**src/verilog/pfc_defs.svh**
```systemverilog
// timing counts, unlock addresses and command constants for the flash host controller
`ifndef PFC_DEFS_SVH
`define PFC_DEFS_SVH
`define PFC_CLK_NS 100
`define PFC_T_ACC_NS 90
`define PFC_T_CE_NS 90
`define PFC_T_RP_NS 500
`define PFC_T_RH_NS 50
`define PFC_T_READY_NS 20000
`define PFC_T_WP_NS 35
`define PFC_CYC_ACC ((`PFC_T_ACC_NS + `PFC_CLK_NS - 1) / `PFC_CLK_NS)
`define PFC_CYC_CE ((`PFC_T_CE_NS + `PFC_CLK_NS - 1) / `PFC_CLK_NS)
`define PFC_CYC_RP ((`PFC_T_RP_NS + `PFC_CLK_NS - 1) / `PFC_CLK_NS)
`define PFC_CYC_RH ((`PFC_T_RH_NS + `PFC_CLK_NS - 1) / `PFC_CLK_NS)
`define PFC_CYC_READY ((`PFC_T_READY_NS + `PFC_CLK_NS - 1) / `PFC_CLK_NS)
`define PFC_CYC_WP ((`PFC_T_WP_NS + `PFC_CLK_NS - 1) / `PFC_CLK_NS)
`define PFC_ADDR_W 22
`define PFC_UNLOCK1_ADDR 22'h000555
`define PFC_UNLOCK2_ADDR 22'h0002AA
`define PFC_UNLOCK1_DATA 16'h00AA
`define PFC_UNLOCK2_DATA 16'h0055
`define PFC_CMD_PROG 16'h00A0
`define PFC_CMD_AUTOSEL 16'h0090
`define PFC_CMD_BYPASS 16'h0020
`define PFC_CMD_RESET 16'h00F0
`define PFC_SECT_LSB 15
`define PFC_SECT_MSB 20
`endif

```
**src/verilog/pfc_pkg.sv**
```systemverilog
// types shared by the flash host controller
package pfc_pkg;
  typedef enum logic [2:0] {
    PFC_OP_READ,
    PFC_OP_PROG,
    PFC_OP_ACCEL_PROG,
    PFC_OP_AUTOSEL,
    PFC_OP_RESET_CMD,
    PFC_OP_HW_RESET
  } pfc_op_t;
  // accelerate pin state: low, high, high programming voltage
  typedef enum logic [1:0] {
    PFC_ACC_LOW,
    PFC_ACC_HIGH,
    PFC_ACC_HV
  } pfc_acc_t;
endpackage
```
**src/verilog/pfc_cyc_if.sv**
```systemverilog
// single bus cycle request/response between the sequencer and the cycle engine
`timescale 1ns/1ps
interface pfc_cyc_if;
  logic req;
  logic wr;
  logic [21:0] addr;
  logic [15:0] wdata;
  logic [15:0] rdata;
  logic done;
  modport seq (output req, output wr, output addr, output wdata, input rdata, input done);
  modport eng (input req, input wr, input addr, input wdata, output rdata, output done);
endinterface

```
**src/verilog/pfc_cycle.sv**
```systemverilog
// one asynchronous read or write cycle on the flash pins
`timescale 1ns/1ps
`include "pfc_defs.svh"
module pfc_cycle (
  input wire logic clk_sys_in, // system clock
  input wire logic nrst_in, // async reset, active low
  pfc_cyc_if.eng cyc, // cycle request
  input wire logic word_mode_in, // word configuration
  input wire logic [15:0] dq_in, // data pins in
  output logic ce_n_out, // chip enable
  output logic oe_n_out, // output enable
  output logic we_n_out, // write enable
  output logic [20:0] addr_out, // word address pins
  output logic dq15_addr_out, // lowest byte address on top data pin
  output logic [15:0] dq_out, // data pins out
  output logic [15:0] dq_oe_n_out // data pin enable, low drives
);
  import pfc_pkg::*;
  typedef enum logic [1:0] {PFC_CY_IDLE, PFC_CY_RUN, PFC_CY_DONE} pfc_cy_t;
  pfc_cy_t st_q;
  logic [7:0] cnt_q;
  logic wr_q;
  logic [7:0] need;

  // read waits the longer of address and select access; write the pulse width
  always_comb begin
    need = wr_q ? 8'(`PFC_CYC_WP) :
      ((`PFC_CYC_CE > `PFC_CYC_ACC) ? 8'(`PFC_CYC_CE) : 8'(`PFC_CYC_ACC));
  end

  // cycle sequencing and strobes
  always_ff @(posedge clk_sys_in or negedge nrst_in) begin
    if (!nrst_in) begin
      st_q <= PFC_CY_IDLE;
      cnt_q <= 8'h00;
      wr_q <= 1'b0;
      ce_n_out <= 1'b1;
      oe_n_out <= 1'b1;
      we_n_out <= 1'b1;
      addr_out <= 21'h000000;
      dq15_addr_out <= 1'b0;
      dq_out <= 16'h0000;
      dq_oe_n_out <= 16'hFFFF;
      cyc.rdata <= 16'h0000;
      cyc.done <= 1'b0;
    end else begin
      cyc.done <= 1'b0;
      unique case (st_q)
        PFC_CY_IDLE: begin
          if (cyc.req) begin
            st_q <= PFC_CY_RUN;
            cnt_q <= 8'h00;
            wr_q <= cyc.wr;
            ce_n_out <= 1'b0;
            oe_n_out <= cyc.wr;
            we_n_out <= !cyc.wr;
            // RULE20 byte mode address
            addr_out <= word_mode_in ? cyc.addr[20:0] : cyc.addr[21:1];
            dq15_addr_out <= word_mode_in ? 1'b0 : cyc.addr[0];
            // RULE20 top data pin carries the lowest byte address
            dq_out <= word_mode_in ? cyc.wdata : {cyc.addr[0], cyc.wdata[14:0]};
            dq_oe_n_out <= cyc.wr ? (word_mode_in ? 16'h0000 : 16'h7F00) :
              (word_mode_in ? 16'hFFFF : 16'h7FFF);
          end
        end
        PFC_CY_RUN: begin
          cnt_q <= cnt_q + 8'h01;
          if (cnt_q + 8'h01 >= need) begin
            // RULE6 codes on low byte
            if (!wr_q) cyc.rdata <= word_mode_in ? dq_in : {8'h00, dq_in[7:0]};
            ce_n_out <= 1'b1;
            oe_n_out <= 1'b1;
            we_n_out <= 1'b1;
            dq_oe_n_out <= word_mode_in ? 16'hFFFF : 16'h7FFF;
            st_q <= PFC_CY_DONE;
          end
        end
        PFC_CY_DONE: begin
          cyc.done <= 1'b1;
          st_q <= PFC_CY_IDLE;
        end
        default: st_q <= PFC_CY_IDLE;
      endcase
    end
  end
endmodule

```
**src/verilog/pfc_host.sv**
```systemverilog
// host controller driving an asynchronous parallel NOR flash through its pins
// Behaviour
// (RULE1) device enters bypass and unprotects while accelerate pin at high voltage
// (RULE2) accelerated programming uses the two-cycle bypass program command
// (RULE3) removing high voltage returns the device to normal protection
// (RULE4) high programming voltage applied only during accelerated programming
// (RULE5) protect_accel_pin is always driven to a defined level
// (RULE6) autoselect codes read on the low data byte with normal timing
// (RULE7) device floats data outputs in standby regardless of output enable
// (RULE8) standby with select and reset high; reads need select access time
// (RULE9) deselecting during program or erase does not stop it
// (RULE10) device sleeps once address stable for access time plus 30 ns
// (RULE11) any address change yields new data within address access time
// (RULE12) reset low for minimum pulse aborts operation and floats outputs
// (RULE13) hardware reset returns device to read-array mode
// (RULE14) host reissues a program cut short by hardware reset
// (RULE15) reset during program keeps ready/busy low until internal reset ends
// (RULE16) reset while idle completes within idle reset-ready time
// (RULE17) host waits reset-high recovery before the next read
// (RULE18) output enable high floats all device data pins
// (RULE19) upper address bits select uniform 64 Kbyte sectors, low three ignored
// (RULE20) byte pin selects 16-bit or low-byte path with top pin as address
// (RULE21) bypass programming takes two write cycles instead of four
// (RULE22) accelerate pin modelled as low, high or high voltage
`timescale 1ns/1ps
`include "pfc_defs.svh"
module pfc_host (
  input wire logic clk_sys_in, // 10 MHz system clock
  input wire logic nrst_in, // async reset, active low
  input wire logic req_in, // start an operation, pulse
  input wire pfc_pkg::pfc_op_t op_in, // operation kind
  input wire logic [21:0] addr_in, // word address in word mode, byte address in byte mode
  input wire logic [15:0] wdata_in, // program data
  input wire logic word_mode_in, // 1 word, 0 byte configuration
  input wire logic protect_in, // keep boot sectors protected when not accelerating
  input wire logic ready_busy_in, // device ready/busy pin, high ready
  input wire logic [15:0] dq_in, // data pins in
  output logic busy_out, // operation in progress
  output logic done_out, // operation finished, pulse
  output logic [15:0] rdata_out, // read data
  output logic [5:0] sector_index_out, // sector of last access
  output logic retry_out, // interrupted program needs reissue
  output logic ce_n_out, // chip enable, active low
  output logic oe_n_out, // output enable, active low
  output logic we_n_out, // write enable, active low
  output logic reset_n_out, // hardware reset pin, active low
  output logic byte_n_out, // byte/word select, high word
  output pfc_pkg::pfc_acc_t protect_accel_pin_out, // accelerate pin level
  output logic [20:0] addr_out, // address pins
  output logic dq15_addr_out, // top data pin as lowest address
  output logic [15:0] dq_out, // data pins out
  output logic [15:0] dq_oe_n_out // data pin enables, low drives
);
  import pfc_pkg::*;
  typedef enum logic [2:0] {
    PFC_S_IDLE, PFC_S_ACC_ON, PFC_S_CYC, PFC_S_WAIT, PFC_S_POLL, PFC_S_RST_LO,
    PFC_S_RST_RDY, PFC_S_RST_HI
  } pfc_st_t;
  pfc_cyc_if cyc ();
  pfc_st_t st_q;
  pfc_op_t op_q;
  logic [21:0] addr_q;
  logic [15:0] wdata_q;
  logic [2:0] step_q;
  logic [2:0] nsteps_q;
  logic [15:0] tmr_q;
  logic cyc_req_q;
  logic cyc_wr;
  logic [21:0] cyc_addr;
  logic [15:0] cyc_wdata;

  // RULE19 sector decode from upper address bits
  // word mode counts word addresses, byte mode byte addresses one bit higher
  function automatic logic [5:0] sect_of(input logic [21:0] a, input logic wm);
    sect_of = wm ? a[`PFC_SECT_MSB:`PFC_SECT_LSB] : a[`PFC_SECT_MSB+1:`PFC_SECT_LSB+1];
  endfunction

  // the command sequence: address and data for each step of each operation
  always_comb begin
    cyc_wr = 1'b1;
    cyc_addr = `PFC_UNLOCK1_ADDR;
    cyc_wdata = `PFC_UNLOCK1_DATA;
    unique case (op_q)
      PFC_OP_READ: begin
        cyc_wr = (step_q != nsteps_q - 3'd1) ? 1'b1 : 1'b0;
        cyc_addr = addr_q;
      end
      PFC_OP_ACCEL_PROG: begin
        // RULE2 two-cycle bypass program
        cyc_wdata = (step_q == 3'd0) ? `PFC_CMD_PROG : wdata_q;
        cyc_addr = (step_q == 3'd0) ? 22'h000000 : addr_q;
      end
      PFC_OP_PROG, PFC_OP_AUTOSEL: begin
        unique case (step_q)
          3'd0: cyc_wdata = `PFC_UNLOCK1_DATA;
          3'd1: begin
            cyc_addr = `PFC_UNLOCK2_ADDR;
            cyc_wdata = `PFC_UNLOCK2_DATA;
          end
          3'd2: cyc_wdata = (op_q == PFC_OP_PROG) ? `PFC_CMD_PROG : `PFC_CMD_AUTOSEL;
          default: begin
            // program data write, or RULE6 autoselect code read
            cyc_wr = (op_q == PFC_OP_PROG);
            cyc_addr = addr_q;
            cyc_wdata = wdata_q;
          end
        endcase
      end
      default: begin
        cyc_addr = 22'h000000;
        cyc_wdata = `PFC_CMD_RESET;
      end
    endcase
  end

  assign cyc.req = cyc_req_q;
  assign cyc.wr = cyc_wr;
  assign cyc.addr = cyc_addr;
  assign cyc.wdata = cyc_wdata;

  pfc_cycle u_cycle (
    .clk_sys_in(clk_sys_in),
    .nrst_in(nrst_in),
    .cyc(cyc),
    .word_mode_in(word_mode_in),
    .dq_in(dq_in),
    .ce_n_out(ce_n_out),
    .oe_n_out(oe_n_out),
    .we_n_out(we_n_out),
    .addr_out(addr_out),
    .dq15_addr_out(dq15_addr_out),
    .dq_out(dq_out),
    .dq_oe_n_out(dq_oe_n_out)
  );

  // operation sequencer
  always_ff @(posedge clk_sys_in or negedge nrst_in) begin
    if (!nrst_in) begin
      st_q <= PFC_S_IDLE;
      op_q <= PFC_OP_READ;
      addr_q <= 22'h000000;
      wdata_q <= 16'h0000;
      step_q <= 3'd0;
      nsteps_q <= 3'd1;
      tmr_q <= 16'h0000;
      cyc_req_q <= 1'b0;
      busy_out <= 1'b0;
      done_out <= 1'b0;
      rdata_out <= 16'h0000;
      sector_index_out <= 6'h00;
      reset_n_out <= 1'b1;
    end else begin
      done_out <= 1'b0;
      cyc_req_q <= 1'b0;
      unique case (st_q)
        PFC_S_IDLE: begin
          if (req_in) begin
            op_q <= op_in;
            addr_q <= addr_in;
            wdata_q <= wdata_in;
            sector_index_out <= sect_of(addr_in, word_mode_in);
            step_q <= 3'd0;
            busy_out <= 1'b1;
            tmr_q <= 16'h0000;
            unique case (op_in)
              PFC_OP_READ: nsteps_q <= 3'd1;
              PFC_OP_ACCEL_PROG: nsteps_q <= 3'd2;
              PFC_OP_PROG, PFC_OP_AUTOSEL: nsteps_q <= 3'd4;
              default: nsteps_q <= 3'd1;
            endcase
            if (op_in == PFC_OP_HW_RESET) begin
              reset_n_out <= 1'b0;
              st_q <= PFC_S_RST_LO;
            end else if (op_in == PFC_OP_ACCEL_PROG) begin
              st_q <= PFC_S_ACC_ON;
            end else begin
              cyc_req_q <= 1'b1;
              st_q <= PFC_S_CYC;
            end
          end
        end
        PFC_S_ACC_ON: begin
          // let the accelerate pin settle before the first write
          cyc_req_q <= 1'b1;
          st_q <= PFC_S_CYC;
        end
        PFC_S_CYC: begin
          if (cyc.done) begin
            if (step_q + 3'd1 >= nsteps_q) begin
              rdata_out <= cyc.rdata;
              if (op_q == PFC_OP_PROG || op_q == PFC_OP_ACCEL_PROG) begin
                tmr_q <= 16'h0000;
                st_q <= PFC_S_WAIT;
              end else begin
                busy_out <= 1'b0;
                done_out <= 1'b1;
                st_q <= PFC_S_IDLE;
              end
            end else begin
              step_q <= step_q + 3'd1;
              cyc_req_q <= 1'b1;
            end
          end
        end
        PFC_S_WAIT: begin
          // give ready/busy time to fall before polling it
          tmr_q <= tmr_q + 16'h0001;
          if (tmr_q == 16'h0001) st_q <= PFC_S_POLL;
        end
        PFC_S_POLL: begin
          if (ready_busy_in) begin
            busy_out <= 1'b0;
            done_out <= 1'b1;
            st_q <= PFC_S_IDLE;
          end else if (req_in && op_in == PFC_OP_HW_RESET) begin
            // RULE14 hardware reset may cut a running program short
            op_q <= op_in;
            tmr_q <= 16'h0000;
            reset_n_out <= 1'b0;
            st_q <= PFC_S_RST_LO;
          end
        end
        PFC_S_RST_LO: begin
          // RULE12 hold reset low for minimum pulse
          tmr_q <= tmr_q + 16'h0001;
          if (tmr_q + 16'h0001 >= 16'(`PFC_CYC_RP)) begin
            reset_n_out <= 1'b1;
            tmr_q <= 16'h0000;
            st_q <= PFC_S_RST_RDY;
          end
        end
        PFC_S_RST_RDY: begin
          // RULE15 wait ready/busy high, bounded by reset-ready time
          tmr_q <= tmr_q + 16'h0001;
          if (ready_busy_in || tmr_q + 16'h0001 >= 16'(`PFC_CYC_READY)) begin
            tmr_q <= 16'h0000;
            st_q <= PFC_S_RST_HI;
          end
        end
        PFC_S_RST_HI: begin
          // RULE17 reset-high recovery before any read
          tmr_q <= tmr_q + 16'h0001;
          if (tmr_q + 16'h0001 >= 16'(`PFC_CYC_RH)) begin
            busy_out <= 1'b0;
            done_out <= 1'b1;
            st_q <= PFC_S_IDLE;
          end
        end
        default: st_q <= PFC_S_IDLE;
      endcase
    end
  end

  // RULE14 flag a program cut short by hardware reset for reissue
  always_ff @(posedge clk_sys_in or negedge nrst_in) begin
    if (!nrst_in) begin
      retry_out <= 1'b0;
    end else begin
      // set when a reset lands while the device still reports busy
      if (req_in && st_q == PFC_S_POLL && !ready_busy_in && op_in == PFC_OP_HW_RESET)
        retry_out <= 1'b1;
      else if (req_in && st_q == PFC_S_IDLE) retry_out <= 1'b0;
    end
  end

  // RULE4 high voltage only in accelerated programming; RULE5 always driven
  // RULE22 three-level accelerate pin
  always_ff @(posedge clk_sys_in or negedge nrst_in) begin
    if (!nrst_in) begin
      protect_accel_pin_out <= PFC_ACC_LOW;
      byte_n_out <= 1'b1;
    end else begin
      byte_n_out <= word_mode_in;
      if (st_q != PFC_S_IDLE && op_q == PFC_OP_ACCEL_PROG) protect_accel_pin_out <= PFC_ACC_HV;
      else if (st_q == PFC_S_IDLE && req_in && op_in == PFC_OP_ACCEL_PROG)
        protect_accel_pin_out <= PFC_ACC_HV;
      else protect_accel_pin_out <= protect_in ? PFC_ACC_LOW : PFC_ACC_HIGH;
    end
  end
endmodule

```
**config.mk**
```make
export PLATFORM = sky130hd
export DESIGN_NAME = pfc_host
export DESIGN_NICKNAME = d
export VERILOG_FILES = /design/src/verilog/pfc_pkg.sv /design/src/verilog/pfc_cyc_if.sv /design/src/verilog/pfc_cycle.sv /design/src/verilog/pfc_host.sv
export VERILOG_INCLUDE_DIRS = /design/src /design/src/verilog
export SDC_FILE = /design/constraint.sdc
export NUM_CORES = 1
export LEC_CHECK = 0
export BUFFER_PORTS_ARGS = -buffer_cell sky130_fd_sc_hd__buf_2
export CAP_MARGIN = 0
export CORE_ASPECT_RATIO = 1.25
export CORE_MARGIN = 5
export CORE_UTILIZATION = 60
export DETAILED_ROUTE_END_ITERATION = 10
export PLACE_DENSITY = 0.85
export SLEW_MARGIN = 20
export SYNTH_ARGS = -nofsm -noshare
export SYNTH_HDL_FRONTEND = slang
export SYNTH_SLANG_ARGS = --single-unit
```
**constraint.sdc**
```tcl
create_clock -name clk_sys_in -period 4.6 [get_ports clk_sys_in]
set_clock_uncertainty 0.2 [all_clocks]
set_input_delay 0.69 -clock clk_sys_in [delete_from_list [all_inputs] [get_ports clk_sys_in]]
set_output_delay 0.69 -clock clk_sys_in [all_outputs]
set_load 0.1 [all_outputs]
```
==> results of run 1 <==
## sequential cells by signal, indices dropped and copies added, names as in the netlist, 6 cells and up
name,cells
addr_q,22
u_cycle.addr_out,21
rdata_out,16
tmr_q,16
u_cycle.cyc.rdata,16
u_cycle.dq_out,16
wdata_q,16
u_cycle.cnt_q,8
sector_index_out,6
## cell families (layout without fill, tap and decap cells)
logic type / count (synthesis) / after routing / synth area share, %
muxes: 47 / 47 / 6.016
AOI/OAI and AO/OA: 200 / 200 / 15.98
buffers and inverters: 90 / 209 / 5.028
xor gates and xnor gates: 9 / 9 / 0.9569
adders and majority gates: 13 / 13 / 1.975
and+or+nand+nor: 353 / 353 / 19.19
other: 0 / 1 / 0
DFF: 167 / 167 / 50.86
## cells in the mapped netlist, types with 7 or more instances
cell type / count / area share (%)
mux2_2: 19 / 2.6
a21oi_1: 28 / 1.7
buf_4: 16 / 1.5
dfrtp_1: 159 / 48
nand3_1: 13 / 0.79
nor4_1: 7 / 0.53
and2_1: 7 / 0.53
nor2_1: 48 / 2.2
nor3_1: 19 / 1.2
nand2_1: 207 / 9.4
a22o_1: 13 / 1.4
dfstp_2: 8 / 2.6
ha_1: 13 / 2.0
o21ai_0: 84 / 5.1
mux2i_1: 27 / 3.3
clkbuf_1: 37 / 1.7
a31oi_1: 8 / 0.61
nand4_1: 10 / 0.76
inv_1: 25 / 1.1
## area by class of cell
class                           count  area, sq um
Antenna cell                        1        2.502
Clock buffer                       19        442.9
Clock inverter                     13        146.4
Fill cell                         935         3844
Inverter                           25        93.84
Multi-Input combinational cell    622         3640
Sequential cell                   167         4189
Tap cell                          171        214.0
Timing Repair Buffer              152        777.0
## per-layer routing
metal  GRT usage [%]  up-vias  part of all wire, %
li1                -     3267                    -
met1           33.49     3313                   41
met2           42.04      262                   50
met3           5.144       40                  6.4
met4           9.209        0                  2.5
met5               0        -                    0
## worst max-delay path, stage by stage, from the launching register on
cell and delay [ns]:
dfrtp_1 0.45, ha_1 0.26, xor2_1 0.16, ha_1 0.32, nand2_1 0.05, o21ai_0 0.38
a31oi_1 0.23, nor2_1 0.55, nand3_2 0.30, a32o_1 0.33
## worst paths after layout
check,slack (ns),cells past startpoint,to
setup reg to reg,1.25,9,tmr_q[3]$_DFFE_PN0P_
max in group asynchronous,2.99,2,addr_q[21]$_DFFE_PN0P_
hold reg to reg,0.27,2,u_cycle.addr_out[15]$_DFFE_PN0P_
hold / removal,0.14,1,u_cycle.addr_out[15]$_DFFE_PN0P_
setup / recovery,1.25,9,tmr_q[3]$_DFFE_PN0P_
min in group clk_sys_in,0.22,2,protect_accel_pin_out[0]$_DFF_PN0_
## power by group
group          internal [mW]  switching, mW
registers               1.50         0.0155
logic                 0.0581          0.282
clock network          0.822          0.599
total                   2.38          0.896
## through the flow
step	setup slack [ns]	hold WS, ns	power [mW]
after floorplan	1.822	0.1944	1.793
after global placement	1.385	0.2536	1.879
after detailed placement	1.328	0.2626	1.883
after CTS	1.305	0.1757	3.296
after global routing	0.9600	0.2064	3.384
final	1.253	0.1442	3.275
==> results.json, run 1 <==
{
  "cts-root-buf": "clkbuf_16",
  "coreArea_sq_mm": 0.01335,
  "portBuffers": 148,
  "path_max_fanout": 10,
  "htreeDepth": 4,
  "postLayoutCoreUtil_pct": 71.21,
  "drv_cap": 0,
  "antenna_found_initial": 1,
  "dp_cells": 1137,
  "start_util_pct": 61.70,
  "critPathLaunchType": "flop",
  "syn_nets": 955,
  "max_clock_freq_mhz": 298.7,
  "firstDrtPassIters": 8,
  "synth_edf_count": 0,
  "drc": 0,
  "hold_viol": 0,
  "rows": 47,
  "routed_wl_um": 20140,
  "ys_types": 77,
  "nets": 1061,
  "async_reset_ff_share_pct": 100.0,
  "hold_buffers": 0,
  "yosys_warnings": 0,
  "crit_path_end_kind": "flop",
  "power_density_mw_per_mm2": 344.5,
  "clock_latency_ns": 0.42,
  "gp_congestion": 0.8870,
  "worst_slew_pin_slew_ns": 1.078,
  "fp.dieH_um": 141.0,
  "ant_nets": 0,
  "die_w_um": 114.8,
  "dpl.hpwl_um": 13870,
  "synth.cell_area_sq_mm": 0.008237,
  "final_common_cell": "nand2_1",
  "cts_buffers": 17,
  "fin_crit_sh_pct": 72.77,
  "detail_route.wl_per_cell_um": 17.21,
  "worstPathRequired_ns": 4.71,
  "synth-seq-cells": 167,
  "grt_overflow": 0,
  "syn_inst": 879,
  "grt_pass1_wl_um": 33320,
  "fin_area_sq_mm": 0.009505,
  "seq_area_frac_synth_pct": 50.86,
  "startpoint": "step_q[0]$_DFFE_PN0P_",
  "synthFlopType": "dfrtp_1",
  "reg2reg_from": "step_q[0]$_DFFE_PN0P_",
  "period_minus_slack_ns": 3.347,
  "drt-initial-drc-count": 521,
  "grt_pass1_vias": 6764,
  "synth.avg_cell_area_sq_um": 9.370,
  "slew_violations": 0,
  "hp-class": "input port to asynchronous set/reset pin",
  "grt_usage_pct": 25.50,
  "grt_max_degree": 92,
  "cts_resized": 0,
  "rsz0062_at_grt": "false",
  "clkSinkCount": 167,
  "cts_setup_buffers": 0,
  "areaGrowthSynthToFinish_pct": 15.40,
  "stdcell_count": 1170,
  "setup_viol": 0,
  "critPathKind": "flop to flop",
  "die-area_sq_mm": 0.01619,
  "ir_drop_uv": 296.7,
  "place_area_sq_mm": 0.008912,
  "status": "finished, final reports clean",
  "clk_pin_slew_ns": 0.07,
  "drive_gt1_share_pct": 23.35,
  "maxSlewHeadroom_pct": 28.00,
  "cts_buffer_depth": 2,
  "ios": 149,
  "p_leak_nw": 4.680,
  "via_count": 6882,
  "viasPerCell": 5.882,
  "setup_tns_ns": 0,
  "cts_tree": "built",
  "worst_ep_arrival_time_ns": 3.45,
  "final_cell_mix": "nand2_1, dfrtp_1, buf_2"
}
(Power assumes the default switching activity.)
==> run 2: changes to the inputs <==
- CORE_UTILIZATION: 60 -> 51
- PLACE_DENSITY: 0.85 -> 0.77
- clock period: 4.6 -> 2.9 ns (I/O delays scaled with it)
==> results.json, run 2 (synthesis results as in run 1) <==
{
  "gp_congestion": 0.9144,
  "switching_share_pct": 29.56,
  "ios": 149,
  "drv_cap": 0,
  "antennaDiodeCount": 0,
  "grt_overflow": 0,
  "clk_pin_slew_ns": 0.07,
  "setup_viol": 0,
  "grt_pass1_wl_um": 34280,
  "final_cell_mix": "nand2_1, dfrtp_1, buf_2",
  "slew_violations": 0,
  "rows": 52,
  "regMostFlops": "addr_q",
  "drt-initial-drc-count": 712,
  "cts-root-buf": "clkbuf_16",
  "critPathLaunchType": "flop",
  "dp_slack_ns": 0.05561,
  "dpl.hpwl_um": 14570,
  "nets": 1120,
  "postLayoutCoreUtil_pct": 63.55,
  "path_max_fanout": 11,
  "start_util_pct": 51.46,
  "status": "finished, final reports clean",
  "hold_viol": 0,
  "period_minus_slack_ns": 2.777,
  "die-area_sq_mm": 0.01881,
  "ir_drop_uv": 341.5,
  "p_int_mw": 3.650,
  "fillers": 1307,
  "stdcell_count": 1273,
  "viasPerCell": 5.527,
  "worst_slew_pin_slew_ns": 0.9920,
  "regToRegSetupSlack_ns": 0.12,
  "critPathKind": "flop to flop",
  "clock_latency_ns": 0.43,
  "grt_usage_pct": 22.58,
  "largest_reg_flops": 22,
  "clkSinkCount": 167,
  "worstPathRequired_ns": 3.01,
  "hp-class": "input port to flop",
  "detail_route.wl_per_cell_um": 16.24,
  "fin_ws_ns": 0.1228,
  "power_density_mw_per_mm2": 509.5,
  "multiInputGateArea_sq_mm": 0.003726,
  "cts_buffer_depth": 2,
  "firstDrtPassIters": 5,
  "final_common_cell": "nand2_1",
  "register_area_sq_mm": 0.004195,
  "max_clock_freq_mhz": 360.1,
  "clockPowerShare_pct": 42.6,
  "p_leak_nw": 4.944,
  "fin_crit_sh_pct": 95.77,
  "power_frac_comb_pct": 11.1,
  "dp_cells": 1212,
  "power_mw": 5.182,
  "ant_nets": 0,
  "crit_path_end_kind": "flop",
  "die_w_um": 123.7,
  "cts_buffers": 17,
  "coreArea_sq_mm": 0.01601,
  "cts_tree": "built",
  "routed_wl_um": 20670,
  "via_count": 7036,
  "areaGrowthSynthToFinish_pct": 23.48,
  "setup_tns_ns": 0,
  "worst_ep_arrival_time_ns": 2.88,
  "seq_power_share_pct": 46.3,
  "drc": 0,
  "htreeDepth": 4,
  "fp.dieH_um": 152.1,
  "grt_max_degree": 70,
  "grt_pass1_vias": 6807,
  "maxSlewHeadroom_pct": 33.36,
  "drive_gt1_share_pct": 26.40,
  "p_switching_mw": 1.532,
  "portBuffers": 148,
  "largestRegisters": "addr_q: 22 flops, u_cycle.addr_out: 21 flops",
  "antenna_found_initial": 1
}
[run 2: final timing paths]
path / start / endpoint / cells past startpoint
max: tmr_q[4]$_DFFE_PN0P_ / st_q[0]$_DFFE_PN0P_ / 7
min: addr_in[2] / addr_q[2]$_DFFE_PN0P_ / 3
max reg2reg: tmr_q[4]$_DFFE_PN0P_ / st_q[0]$_DFFE_PN0P_ / 7
min reg2reg: u_cycle.ce_n_out$_DFFE_PN1P_ / u_cycle.ce_n_out$_DFFE_PN1P_ / 2
max in group asynchronous: nrst_in / nsteps_q[0]$_DFFE_PN1P_ / 3
min in group asynchronous: nrst_in / u_cycle.addr_out[15]$_DFFE_PN0P_ / 2
[run 2: through the flow]
step	hold WS (ns)	cell area (sq um)
2_1_floorplan	-0.06059	8237
3_3_place_gp	0.2528	9219
3_5_place_dp	0.2566	9219
4_1_cts	0.0002450	10060
5_1_grt	0.007460	10170
6_report	0.01177	10170
[run 2: layout make-up]
cell class,count,share of cell area [%]
clock inverter,15,1.550
tap,216,2.657
timing repair buffer,210,12.81
multi-input combinational,623,36.63
clock buffer,17,4.183
inverter,25,0.9226
sequential,167,41.25
[run 2: what timing repair did]
action	CTS	global route
endpoints found under the setup margin	0	12
buffers inserted	0	2
hold endpoints to repair	87	0
hold buffers	26	0
gates resized for setup	0	21
[run 2: worst max-delay path, cell delays in order, from the launching register on]
cell	delay, ns
dfrtp_1	0.51
and2_1	0.25
a211oi_1	0.36
o2111ai_2	0.20
o32ai_4	0.41
o211ai_4	0.18
and2_1	0.22
mux2_1	0.32
[run 2: routing by layer]
metal	wire [um]	track usage (%)
met5	7	0
met1	8404	28.56
met3	1236	5.541
met2	10710	38.33
met4	310	6.069
[run 2: power groups by stage]
| stage | registers (mW) | logic, mW | clock network (mW) |
|---|---|---|---|
| after floorplan | 2.65 | 0.190 | 0 |
| after global placement | 2.44 | 0.549 | 0 |
| after detailed placement | 2.45 | 0.553 | 0 |
| after CTS | 2.40 | 0.582 | 2.25 |
| after global routing | 2.41 | 0.609 | 2.35 |
| final | 2.40 | 0.575 | 2.21 |
